$ cat config.mk
export PLATFORM = sky130hd
export DESIGN_NAME = flash_status_write_protect
export DESIGN_NICKNAME = d
export VERILOG_FILES = /design/src/flash_status_pkg.sv /design/src/flash_status_write_protect.sv
export VERILOG_INCLUDE_DIRS = /design/src /design/src/src
export SDC_FILE = /design/constraint.sdc
export NUM_CORES = 1
export LEC_CHECK = 0
export BUFFER_PORTS_ARGS = -buffer_cell sky130_fd_sc_hd__buf_2
export CAP_MARGIN = 10
export CORE_MARGIN = 2
export CORE_UTILIZATION = 54
export CTS_CLUSTER_DIAMETER = 80
export DETAILED_ROUTE_END_ITERATION = 8
export GPL_ROUTABILITY_DRIVEN = 0
export MAX_ROUTING_LAYER = met4
export PLACE_DENSITY_LB_ADDON = 0.08
export SYNTH_ARGS = -nofsm -noshare
export SYNTH_HDL_FRONTEND = slang
export SYNTH_SLANG_ARGS = --single-unit
$ cat constraint.sdc
create_clock -name mclk_i -period 2.58 [get_ports mclk_i]
set_input_delay 0.516 -clock mclk_i [delete_from_list [all_inputs] [get_ports mclk_i]]
set_output_delay 0.516 -clock mclk_i [all_outputs]
set_load 0.005 [all_outputs]
$ cat src/flash_status_defs.svh
// Purpose: constants of the status register and write-permission block
// Assumes: 100 MHz system clock
// Notes: definitions only
`ifndef FLASH_STATUS_DEFS_SVH
`define FLASH_STATUS_DEFS_SVH

// ----------------------------------------------------------------
// command opcodes
// ----------------------------------------------------------------
`define CMD_STATUS_STORE 8'h01
`define CMD_PAGE_WRITE 8'h02
`define CMD_WRITE_FORBID 8'h04
`define CMD_STATUS_FETCH 8'h05
`define CMD_WRITE_PERMIT 8'h06
`define CMD_SECTOR_WIPE 8'h20
`define CMD_QUAD_PAGE_WRITE 8'h32
`define CMD_QUAD_BUS_ENTRY 8'h38
`define CMD_VOLATILE_PERMIT 8'h50
`define CMD_HALF_BLOCK_WIPE 8'h52
`define CMD_CHIP_WIPE_A 8'h60
`define CMD_RESET_ARM 8'h66
`define CMD_RESET_GO 8'h99
`define CMD_CHIP_WIPE_B 8'hc7
`define CMD_BLOCK_WIPE 8'hd8
`define CMD_QUAD_BUS_EXIT 8'hff

// ----------------------------------------------------------------
// status byte layout
// ----------------------------------------------------------------
`define SR_BUSY_POS 0
`define SR_PERMIT_POS 1
`define SR_SIZE_LO_POS 2
`define SR_SIZE_HI_POS 4
`define SR_ORIGIN_POS 5
`define SR_SMALL_POS 6
`define SR_LOCK_POS 7
`define SR_STORED_RESET 6'h00

// ----------------------------------------------------------------
// frame field lengths in bits
// ----------------------------------------------------------------
`define OPCODE_BITS 6'h08
`define STATUS_DATA_BITS 6'h08
`define ADDR_BITS 6'h18
`define ADDR_DATA_BITS 6'h20

// ----------------------------------------------------------------
// timing
// ----------------------------------------------------------------
`define CLK_PERIOD_NS 10
`define STORE_TIME_NS 1000
`define STORE_CYCLES ((`STORE_TIME_NS + `CLK_PERIOD_NS - 1) / `CLK_PERIOD_NS)
`define VOLATILE_LOAD_NS 50
`define VOLATILE_LOAD_CYCLES (`VOLATILE_LOAD_NS / `CLK_PERIOD_NS)

`endif

$ cat src/flash_status_pkg.sv
// Purpose: types of the status register and write-permission block
// Assumes: constants live in flash_status_defs.svh
// Notes: one-hot frame states
package flash_status_pkg;

    // ----------------------------------------------------------------
    // serial frame phases
    // ----------------------------------------------------------------
    typedef enum logic [2:0] {
        FR_OPCODE = 3'b001,
        FR_COLLECT = 3'b010,
        FR_SEND = 3'b100
    } frame_state_t;

endpackage

$ cat src/flash_status_write_protect.sv
// Purpose: status byte, write-permit latch and protection of a serial flash
// Assumes: all pins synchronous to mclk_i, serial clock well below mclk_i
// Notes: array program/erase itself runs outside, started by op_start_o
//
// Overview of operation
// - 50h arms volatile status write, latch untouched
// - armed 01h loads volatile bits 7..2 quickly
// - reset pin or 66h then 99h restores volatile bits from stored
// - 04h frame clears the write-permit latch
// - latch clears at power-up and cycle end
// - 05h status read accepted even while busy
// - status byte repeats while select stays low
// - bit 0 shows busy cycle, read-only
// - bit 1 shows latch; latch low rejects stored and array writes, not armed volatile loads
// - nonzero size bits lock selected area
// - size bits writable only outside hardware lock
// - chip erase only with no protection bits
// - bit 5 chooses top or bottom origin
// - bit 6 chooses sector or block units
// - lock bit plus low protect pin rejects stores
// - 50h, 04h, 05h also work on quad bus
// - 06h sets the write-permit latch
// - 38h makes later frames 4-bit until FFh or reset
`timescale 1ns/1ps
`include "flash_status_defs.svh"

module flash_status_write_protect #(
    parameter int STORE_CYCLES = `STORE_CYCLES
) (
    input wire logic mclk_i,
    input wire logic rst_i,
    input wire logic sclk_i,
    input wire logic cs_n_i,
    input wire logic [3:0] dq_i,
    input wire logic wp_n_i,
    input wire logic hw_reset_n_i,
    input wire logic protect_invert_bit_i,
    input wire logic area_locked_i,
    input wire logic op_done_i,
    output logic [3:0] dq_o,
    output logic [3:0] dq_oe_n_o,
    output logic [7:0] status_byte_o,
    output logic hw_protect_o,
    output logic quad_mode_o,
    output logic op_start_o,
    output logic op_abort_o,
    output logic [7:0] op_code_o,
    output logic [23:0] op_addr_o
);
    import flash_status_pkg::*;

    localparam int CNT_W = $clog2(STORE_CYCLES + 1);

    if (STORE_CYCLES < 1) begin : g_bad_store
        $error("STORE_CYCLES must be at least 1");
    end

    // ----------------------------------------------------------------
    // opcode classes
    // ----------------------------------------------------------------
    function automatic logic is_program(input logic [7:0] op);
        return (op == `CMD_PAGE_WRITE) || (op == `CMD_QUAD_PAGE_WRITE);
    endfunction

    function automatic logic is_erase(input logic [7:0] op);
        return (op == `CMD_SECTOR_WIPE) || (op == `CMD_HALF_BLOCK_WIPE)
            || (op == `CMD_BLOCK_WIPE);
    endfunction

    function automatic logic is_chip_erase(input logic [7:0] op);
        return (op == `CMD_CHIP_WIPE_A) || (op == `CMD_CHIP_WIPE_B);
    endfunction

    // ----------------------------------------------------------------
    // state
    // ----------------------------------------------------------------
    frame_state_t state;
    logic sclk_q;
    logic cs_n_q;
    logic [5:0] cnt;
    logic [31:0] shreg;
    logic [7:0] opcode;
    logic op_valid;
    logic [7:0] tx_sh;
    logic [2:0] tx_left;
    logic [5:0] volatile_bits;
    logic [5:0] stored_bits;
    logic [5:0] store_val;
    logic write_permit_latch;
    logic volatile_arm;
    logic reset_arm;
    logic quad;
    logic store_busy;
    logic [CNT_W-1:0] store_cnt;
    logic array_busy;
    logic pend;
    logic pend_chip;

    logic sclk_rise;
    logic sclk_fall;
    logic frame_end;
    logic cmd_done;
    logic busy_cycle_flag;
    logic status_lock_bit;
    logic hw_lock;
    logic [5:0] step;
    logic [31:0] next_shreg;
    logic [7:0] status_now;
    logic [7:0] next_byte;
    logic soft_reset;
    logic store_finish;
    logic array_go;
    logic chip_clear;

    // ----------------------------------------------------------------
    // pin edges and derived flags
    // ----------------------------------------------------------------
    always_ff @(posedge mclk_i) begin
        if (rst_i) begin
            sclk_q <= 1'b0;
            cs_n_q <= 1'b1;
        end else begin
            sclk_q <= sclk_i;
            cs_n_q <= cs_n_i;
        end
    end

    assign sclk_rise = sclk_i & ~sclk_q & ~cs_n_i;
    assign sclk_fall = ~sclk_i & sclk_q & ~cs_n_i;
    assign frame_end = cs_n_i & ~cs_n_q;
    assign cmd_done = frame_end & op_valid;
    assign step = quad ? 6'h04 : 6'h01;
    assign next_shreg = quad ? {shreg[27:0], dq_i} : {shreg[30:0], dq_i[0]};
    assign busy_cycle_flag = store_busy | array_busy;
    assign status_lock_bit = volatile_bits[`SR_LOCK_POS - 2];
    assign hw_lock = status_lock_bit & ~wp_n_i;
    assign status_now = {volatile_bits, write_permit_latch, busy_cycle_flag};
    assign chip_clear = ~protect_invert_bit_i && (volatile_bits[4:0] == 5'h00);
    assign store_finish = store_busy && (store_cnt == '0);
    assign array_go = pend && (pend_chip || ~area_locked_i);

    // ----------------------------------------------------------------
    // command decode at frame end
    // ----------------------------------------------------------------
    logic do_permit;
    logic do_forbid;
    logic do_vol_load;
    logic do_store;
    logic do_array;

    always_comb begin
        do_permit = 1'b0;
        do_forbid = 1'b0;
        do_vol_load = 1'b0;
        do_store = 1'b0;
        do_array = 1'b0;
        if (cmd_done && !busy_cycle_flag && !pend) begin
            unique case (opcode)
                `CMD_WRITE_PERMIT: do_permit = (cnt == 6'h00);
                `CMD_WRITE_FORBID: do_forbid = (cnt == 6'h00);
                `CMD_STATUS_STORE: begin
                    if (cnt == `STATUS_DATA_BITS && !hw_lock) begin
                        do_vol_load = volatile_arm;
                        do_store = ~volatile_arm & write_permit_latch;
                    end
                end
                default: begin
                    if (write_permit_latch) begin
                        if (is_program(opcode)) begin
                            do_array = (cnt == `ADDR_DATA_BITS);
                        end else if (is_erase(opcode)) begin
                            do_array = (cnt == `ADDR_BITS);
                        end else if (is_chip_erase(opcode)) begin
                            do_array = (cnt == 6'h00) && chip_clear;
                        end
                    end
                end
            endcase
        end
    end

    assign soft_reset = ~hw_reset_n_i
        | (cmd_done && opcode == `CMD_RESET_GO && reset_arm && cnt == 6'h00);

    // ----------------------------------------------------------------
    // frame receiver
    // ----------------------------------------------------------------
    always_ff @(posedge mclk_i) begin
        if (rst_i || cs_n_i) begin
            state <= FR_OPCODE;
            opcode <= 8'h00;
            cnt <= 6'h00;
            shreg <= 32'h0000_0000;
            op_valid <= 1'b0;
        end else if (sclk_rise) begin
            unique case (state)
                FR_OPCODE: begin
                    if (cnt + step == `OPCODE_BITS) begin
                        opcode <= next_shreg[7:0];
                        op_valid <= 1'b1;
                        cnt <= 6'h00;
                        shreg <= 32'h0000_0000;
                        if (next_shreg[7:0] == `CMD_STATUS_FETCH) begin
                            state <= FR_SEND;
                        end else begin
                            state <= FR_COLLECT;
                        end
                    end else begin
                        shreg <= next_shreg;
                        cnt <= cnt + step;
                    end
                end
                FR_COLLECT: begin
                    if (cnt < `ADDR_DATA_BITS) begin
                        shreg <= next_shreg;
                        cnt <= cnt + step;
                    end
                end
                FR_SEND: begin
                    cnt <= cnt;
                end
            endcase
        end
    end

    // ----------------------------------------------------------------
    // status transmitter
    // ----------------------------------------------------------------
    assign next_byte = (tx_left == 3'h0) ? status_now : tx_sh;

    always_ff @(posedge mclk_i) begin
        if (rst_i || cs_n_i) begin
            dq_o <= 4'h0;
            dq_oe_n_o <= 4'hf;
            tx_sh <= 8'h00;
            tx_left <= 3'h0;
        end else if (sclk_fall && state == FR_SEND) begin
            if (quad) begin
                dq_o <= next_byte[7:4];
                dq_oe_n_o <= 4'h0;
                tx_sh <= {next_byte[3:0], 4'h0};
                tx_left <= (tx_left == 3'h0) ? 3'h1 : tx_left - 3'h1;
            end else begin
                dq_o <= {2'b00, next_byte[7], 1'b0};
                dq_oe_n_o <= 4'hd;
                tx_sh <= {next_byte[6:0], 1'b0};
                tx_left <= (tx_left == 3'h0) ? 3'h7 : tx_left - 3'h1;
            end
        end
    end

    // ----------------------------------------------------------------
    // protection bits, latch and modes
    // ----------------------------------------------------------------
    always_ff @(posedge mclk_i) begin
        if (rst_i) begin
            volatile_bits <= `SR_STORED_RESET;
            stored_bits <= `SR_STORED_RESET;
            write_permit_latch <= 1'b0;
            volatile_arm <= 1'b0;
            reset_arm <= 1'b0;
            quad <= 1'b0;
        end else if (soft_reset) begin
            volatile_bits <= stored_bits;
            write_permit_latch <= 1'b0;
            volatile_arm <= 1'b0;
            reset_arm <= 1'b0;
            quad <= 1'b0;
        end else begin
            if (cmd_done && opcode != `CMD_STATUS_FETCH) begin
                volatile_arm <= (opcode == `CMD_VOLATILE_PERMIT) && !busy_cycle_flag;
                reset_arm <= (opcode == `CMD_RESET_ARM);
            end
            if (do_vol_load) begin
                volatile_bits <= shreg[7:2];
            end else if (store_finish) begin
                volatile_bits <= store_val;
                stored_bits <= store_val;
            end
            if (do_permit) begin
                write_permit_latch <= 1'b1;
            end else if (do_forbid || store_finish || (array_busy && op_done_i)) begin
                write_permit_latch <= 1'b0;
            end
            if (cmd_done && !busy_cycle_flag && cnt == 6'h00) begin
                if (!quad && opcode == `CMD_QUAD_BUS_ENTRY) begin
                    quad <= 1'b1;
                end else if (quad && opcode == `CMD_QUAD_BUS_EXIT) begin
                    quad <= 1'b0;
                end
            end
        end
    end

    // ----------------------------------------------------------------
    // stored status write cycle
    // ----------------------------------------------------------------
    always_ff @(posedge mclk_i) begin
        if (rst_i || soft_reset) begin
            store_busy <= 1'b0;
            store_cnt <= '0;
            store_val <= 6'h00;
        end else if (do_store) begin
            store_busy <= 1'b1;
            store_cnt <= CNT_W'(STORE_CYCLES - 1);
            store_val <= shreg[7:2];
        end else if (store_finish) begin
            store_busy <= 1'b0;
        end else if (store_busy) begin
            store_cnt <= store_cnt - 1'b1;
        end
    end

    // ----------------------------------------------------------------
    // array program and erase hand-off
    // ----------------------------------------------------------------
    always_ff @(posedge mclk_i) begin
        if (rst_i) begin
            pend <= 1'b0;
            pend_chip <= 1'b0;
            array_busy <= 1'b0;
            op_start_o <= 1'b0;
            op_abort_o <= 1'b0;
            op_code_o <= 8'h00;
            op_addr_o <= 24'h00_0000;
        end else if (soft_reset) begin
            pend <= 1'b0;
            array_busy <= 1'b0;
            op_start_o <= 1'b0;
            op_abort_o <= array_busy;
        end else begin
            op_start_o <= 1'b0;
            op_abort_o <= 1'b0;
            if (do_array) begin
                pend <= 1'b1;
                pend_chip <= is_chip_erase(opcode);
                op_code_o <= opcode;
                op_addr_o <= is_program(opcode) ? shreg[31:8] : shreg[23:0];
            end else if (pend) begin
                pend <= 1'b0;
                op_start_o <= array_go;
                array_busy <= array_go;
            end else if (array_busy && op_done_i) begin
                array_busy <= 1'b0;
            end
        end
    end

    // ----------------------------------------------------------------
    // registered status view
    // ----------------------------------------------------------------
    always_ff @(posedge mclk_i) begin
        if (rst_i) begin
            status_byte_o <= 8'h00;
            hw_protect_o <= 1'b0;
            quad_mode_o <= 1'b0;
        end else begin
            status_byte_o <= status_now;
            hw_protect_o <= hw_lock;
            quad_mode_o <= quad;
        end
    end

endmodule

==> metrics, run 1 <==
commonest non-fill, non-tap cell in the layout=dfxtp_1; CP required=2890 ps; Syn Nets=782; drt total wl=16.25 mm; initial antenna violation count=0; distinct cell type count after synthesis=71; Remaining DRCs=0; # placed instances=965; Final setup violation count=0; min-delay worst type=in -> reg; Critical Path Max Stage Delay=approximately 500 ps; Vias/cell=around 5.7; Place WS=between 150 and 200 ps; post-route ant nets=0; Max Freq=about 0.42 GHz; Seq cells post-synth=145; CTS tree=built; synth warn=0; Setup Crit Path Kind=reg -> reg; Critical Path Source Type=register; final core occ=64.31%; CP Capture Type=register; Num CTS Buffers=17; ys async rst share=0%; Final TNS setup=0 ps; Final period util=92.13%; worst path bufs/invs=1; delay-heaviest family, CP=compound AO/OA/AOI/OAI gates; register area share after synthesis=around 40%; number of global-route vias before repair=between 5000 and 6000; CTS clock-pin slew for the worst setup and hold paths=around 60 ps; hpwl dp=11.46 mm; latest clock arrival within the worst-skew pair=~430 ps; num rows=41; Pleak=3.129 nW; RSZ-0062 raised after global routing=no; nets@finish=832; CORE AREA=12670 µm²; # hold bufs at CTS=0; Initial Util=55.57%; crit path max fanout=24; worst vdd ir=0.5436 mV; ANT cells=0; Post CTS Setup Buffer Count=0; Post-Syn Instances=762; CP arrival=2690 ps; Clock Skew=~7.5 ps; wire length per cell=16.31 µm; grt total ovfl=0; Mapped Avg Cell Area=9.241 µm²; minimum clock period=2377 ps; Top FF cell, synth=dfxtp_1; number of synthesized flops with an enable pin=0; Non-Filler Instances=996; H-tree Lvls=4; Power Density=637.7 nW/µm²; num ports=65; TritonCTS Sinks=145; CTS resizes=0; final setup margin=202.9 ps; Tot Pwr=5.196 mW; die width=118.2 µm; slowest cell on the critical path=dfxtp_1; Die Area=13970 µm²; GRT Util Overall=24.63%; Slew headroom=between 50% and 60%; outcome=completed; largest net degree at the start of global routing=49; Final Max Tran Viols=0; Hold Fails Final Rpt=0; area growth from synthesis to final layout=15.73%; Mapped Area=approximately 7000 µm²; CTS Buffer Depth=2; global-route wire length before repair=26.97 mm; DR vias=5662; Port Buf Inserts=64; most frequent cells in the layout=144 x dfxtp_1, 83 x nor2_1, 80 x mux2i_1, 64 x buf_2, 61 x nand2_1; crit path cell chain=nor4bb_1, a32oi_1, o21bai_1, o211ai_4, buf_4, mux2_1; Root Driver=clkbuf_16; Slew @ Worst Pin=686.6 ps; share of cells above drive strength 1=19.78%; detailed router's first-iteration violation count=approximately 390; # Max-Cap Violations=0; die height=between 100 and 150 µm; drt pass-1 iters=5
## stage by stage
| step | hold WS (ps) | cell area (µm²) |
|---|---|---|
| floorplan | 421.2 | 7042 |
| global placement | 430.7 | 7475 |
| detailed placement | 440.1 | 7475 |
| CTS | 253.7 | 8149 |
| global route | 257.8 | 8149 |
| finish | 262.9 | 8149 |
## metal layers
metal	track usage (%)	wire (µm)	vias to the layer above	part of all wire, %
met2	38.01	7625	175	47
met3	4.681	710	38	4.4
li1	-	-	2786	-
met4	10.99	471	0	2.9
met5	-	0	-	0
met1	31.47	7442	2663	46
## cell usage after synthesis (14+ instances only)
cell type	instances	area, µm²
a21oi_1	28	140.1
buf_2	14	70.07
clkbuf_1	28	105.1
dfxtp_1	145	2903
mux2_4	20	300.3
mux2i_1	80	800.8
nand2_1	61	229.0
nand2b_1	25	156.4
nand3_1	28	140.1
nor2_1	83	311.6
nor2b_1	41	256.5
o21ai_1	31	155.2
## where the power goes
part / total (mW) / switching [mW] / leakage (nW) / internal (mW)
combinational: 0.142 / 0.0954 / 1.63 / 0.0468
clock: 2.80 / 0.923 / 0.332 / 1.88
sequential: 2.25 / 0.00626 / 1.17 / 2.25
total: 5.20 / 1.02 / 3.13 / 4.17
## worst paths after layout
| check | start | end | slack (ps) | cells after the start |
|---|---|---|---|---|
| worst max-delay path | opcode[6] | op_addr_o[0] | 200 | 6 |
| worst min-delay path | wp_n_i | hw_protect_o | 260 | 2 |
| worst max register to register | opcode[6] | op_addr_o[0] | 200 | 6 |
| worst min register to register | dq_oe_n_o[1] | dq_oe_n_o[1] | 450 | 2 |
## layout make-up
class                   instances  area, µm²
clock buffers                  20      466.7
fillers                      1104       4522
well taps                     172      215.2
flip-flops and latches        145       2904
inverters                      10      37.54
repair buffers                 86      485.5
multi-input cells             552       3832
clock inverters                11      207.7
## logic make-up (layout without fill, tap and decap cells)
family          count (synthesis)  after routing  share of synthesized area [%]
simple gates                  306            306                          22.51
flops                         145            145                          41.22
compound gates                120            120                          12.35
mux                           109            109                          17.08
buf+inv                        65            127                          4.353
xor+xnor                       10             10                          1.244
fa+ha+maj                       7              7                          1.244
## worst reg2reg max path: stages, from the launching register on
cell and delay (ps):
dfxtp_1 500, nor4bb_1 460, a32oi_1 170, o21bai_1 400
o211ai_4 100, buf_4 270, mux2_1 380
## flip-flops by register name (all words and copies together), names as in the netlist, 2 cells and up
signal	cells
tx_sh	7
store_val	6
store_cnt	7
cnt	6
stored_bits	6
opcode	8
state	3
dq_o	4
tx_left	3
shreg	32
op_addr_o	24
dq_oe_n_o	2
volatile_bits	6
op_code_o	8
status_byte_o	8
Power figures use the tool's default switching activity.
==> run 2, diff against run 1 <==
--- a/config.mk
+++ b/config.mk
@@ -8,7 +8,7 @@
 export LEC_CHECK = 0
 export BUFFER_PORTS_ARGS = -buffer_cell sky130_fd_sc_hd__buf_2
 export CAP_MARGIN = 10
-export CORE_MARGIN = 2
+export CORE_MARGIN = 10
 export CORE_UTILIZATION = 54
 export CTS_CLUSTER_DIAMETER = 80
 export DETAILED_ROUTE_END_ITERATION = 8
==> run 2 against run 1 <==
Effect of this change: via count grew 0.37%; clock power shrank 9.3%; sequential power is essentially flat; die area grew 29%; combinational power grew 3%; non-clock buffer count grew 2; sequential cell count is the same; sequential share of layout area is essentially flat; maximum frequency shrank 0.93%; power shrank 5.0%; critical path depth shrank 1; largest power group unchanged.
==> metrics, run 2 (same netlist as run 1, synthesis figures left out) <==
outcome=completed; post-route ant nets=0 (unchanged); CP Capture Type=register; num ports=65 (unchanged); M1 wire length=7.586 mm (+1.9%); crit path max fanout=12 (-50%); TritonCTS Sinks=145 (unchanged); worst vdd ir=0.4355 mV (-20%); Fill cells=1108 (+0.36%); largest net degree at the start of global routing=49 (unchanged); drt total wl=17.20 mm (+5.8%); grt total ovfl=0 (unchanged); crit path cell chain=nor3_1, nand3_1, a221oi_4, o211ai_4, mux2_1; wire length on met3=831 µm (+17%); # Max-Cap Violations=0 (unchanged); most frequent cells in the layout=143 x dfxtp_1, 83 x nor2_1, 80 x mux2i_1, 64 x buf_2, 61 x nand2_1; Die Area=18010 µm² (+29%); Power Density=606.4 nW/µm² (-4.9%); number of global-route vias before repair=5614 (+5.7%); CTS clock-pin slew for the worst setup and hold paths=60 ps (about the same); Setup Crit Path Kind=reg -> reg; reg2reg path depth=5 (-1); commonest non-fill, non-tap cell in the layout=dfxtp_1; WL met2=8.386 mm (+10%); initial antenna violation count=0 (unchanged); CP required=2880 ps (about the same); Non-Filler Instances=999 (+0.30%); Multi-input gate area=3864 µm² (+0.82%); # placed instances=967 (+0.21%); CORE AREA=12670 µm² (unchanged); Hold Crit Start=wp_n_i; die height=134.2 µm (+14%); max FFs per register=32 (unchanged); register area=2905 µm² (about the same); Vias/cell=5.689 (about the same); Final Max Tran Viols=0 (unchanged); min-delay worst type=in -> reg; Slew headroom=54.06% (-0.16 points); die width=134.2 µm (+14%); Biggest register=shreg; share of cells above drive strength 1=20.19% (+0.41 points); global-route wire length before repair=28.26 mm (+4.8%); Remaining DRCs=0 (unchanged); hpwl dp=12.04 mm (+5.1%); Port Buf Inserts=64 (unchanged); wire length per cell=17.22 µm (+5.5%); GRT Util Overall=19.45% (-5.2 points); Critical Path Source Type=register; Placed Area=7502 µm² (+0.37%); Pleak=3.114 nW (-0.46%); final instance area=8144 µm² (about the same); num rows=41 (unchanged); Hold Fails Final Rpt=0 (unchanged); latest clock arrival within the worst-skew pair=420 ps (about the same); Final period util=93.00% (+0.87 points); Num CTS Buffers=17 (unchanged); # hold bufs at CTS=0 (unchanged); Root Driver=clkbuf_16; ANT cells=0 (unchanged); CP arrival=2700 ps (about the same); Final setup violation count=0 (unchanged); DR vias=5683 (+0.37%); H-tree Lvls=4 (unchanged); beginning of the critical path=cnt[0]; Top Registers=shreg (32), op_addr_o (24); drt pass-1 iters=5 (unchanged); minimum clock period=2399 ps (+22.41 ps); CTS Buffer Depth=2 (unchanged); worst r2r src=cnt[0]; RSZ-0062 raised after global routing=no; area growth from synthesis to final layout=15.65% (about the same); Critical Path Max Stage Delay=580 ps (+80 ps); Final TNS setup=0 ps (unchanged); nets@finish=835 (+0.36%); Clock Skew=9.225 ps (+1.731 ps); slowest cell on the critical path=a221oi_4; CTS tree=built; detailed router's first-iteration violation count=334 (-14%); Initial Util=55.57% (unchanged); hold depth=2 (unchanged); Max Freq=0.4168 GHz (-0.93%); Slew @ Worst Pin=689.0 ps (+2.468 ps); Top Metal Used=met4
run 2: cell count changes in the layout (fill, tap and decap cells not counted), sizes merged:
| cell | previous run | this run |
|---|---|---|
| o211ai | 8 | 9 |
| clkinvlp | 1 | 3 |
| bufinv | 6 | 4 |
| buf | 86 | 88 |
run 2: critical path: cells and delay by family (launching register included):
family | cells | cell delay (ps)
AND/OR/NAND/NOR | 2 | 560
flip-flops | 1 | 370
multiplexers | 1 | 420
AO/OA/AOI/OAI | 2 | 930
run 2: area by class of cell:
class	instances	area share (%)
Clock buffer	20	5.485
Clock inverter	11	1.997
Inverter	10	0.4609
Multi-Input combinational cell	553	47.44
Sequential cell	145	35.67
Tap cell	172	2.642
Timing Repair Buffer	88	6.299
run 2: path summary, 6_finish.rpt:
check	to	slack [ps]
hold / removal	hw_protect_o	260
setup reg to reg	op_addr_o[0]	180
hold reg to reg	dq_oe_n_o[1]	450
setup / recovery	op_addr_o[0]	180
run 2: what timing repair did:
action                     CTS  global route
gates resized for setup      0             4
setup endpoints to repair    0            53
setup buffers                0             0
run 2: stage by stage:
stage / util (%) / power, mW / setup slack, ps / hold WS, ps
after floorplan: - / 2.396 / 139.7 / 421.2
after global placement: 59.21 / 2.444 / 169.5 / 431.9
after detailed placement: 59.21 / 2.446 / 27.70 / 433.6
after CTS: 64.02 / 4.969 / 10.04 / 260.8
after global routing: 64.27 / 5.092 / 22.86 / 273.5
final: 64.27 / 4.938 / 180.5 / 263.8
run 2: where the power goes:
part / leakage [nW] / switching (mW) / internal [mW]
registers: 1.17 / 0.00669 / 2.25
logic: 1.65 / 0.0975 / 0.0483
clock network: 0.292 / 0.909 / 1.63
run 2: layer usage:
metal	GRT usage, %	vias up
li1	-	2800
met1	23.02	2690
met2	31.56	158
met3	4.481	35
met4	7.376	0
met5	-	-
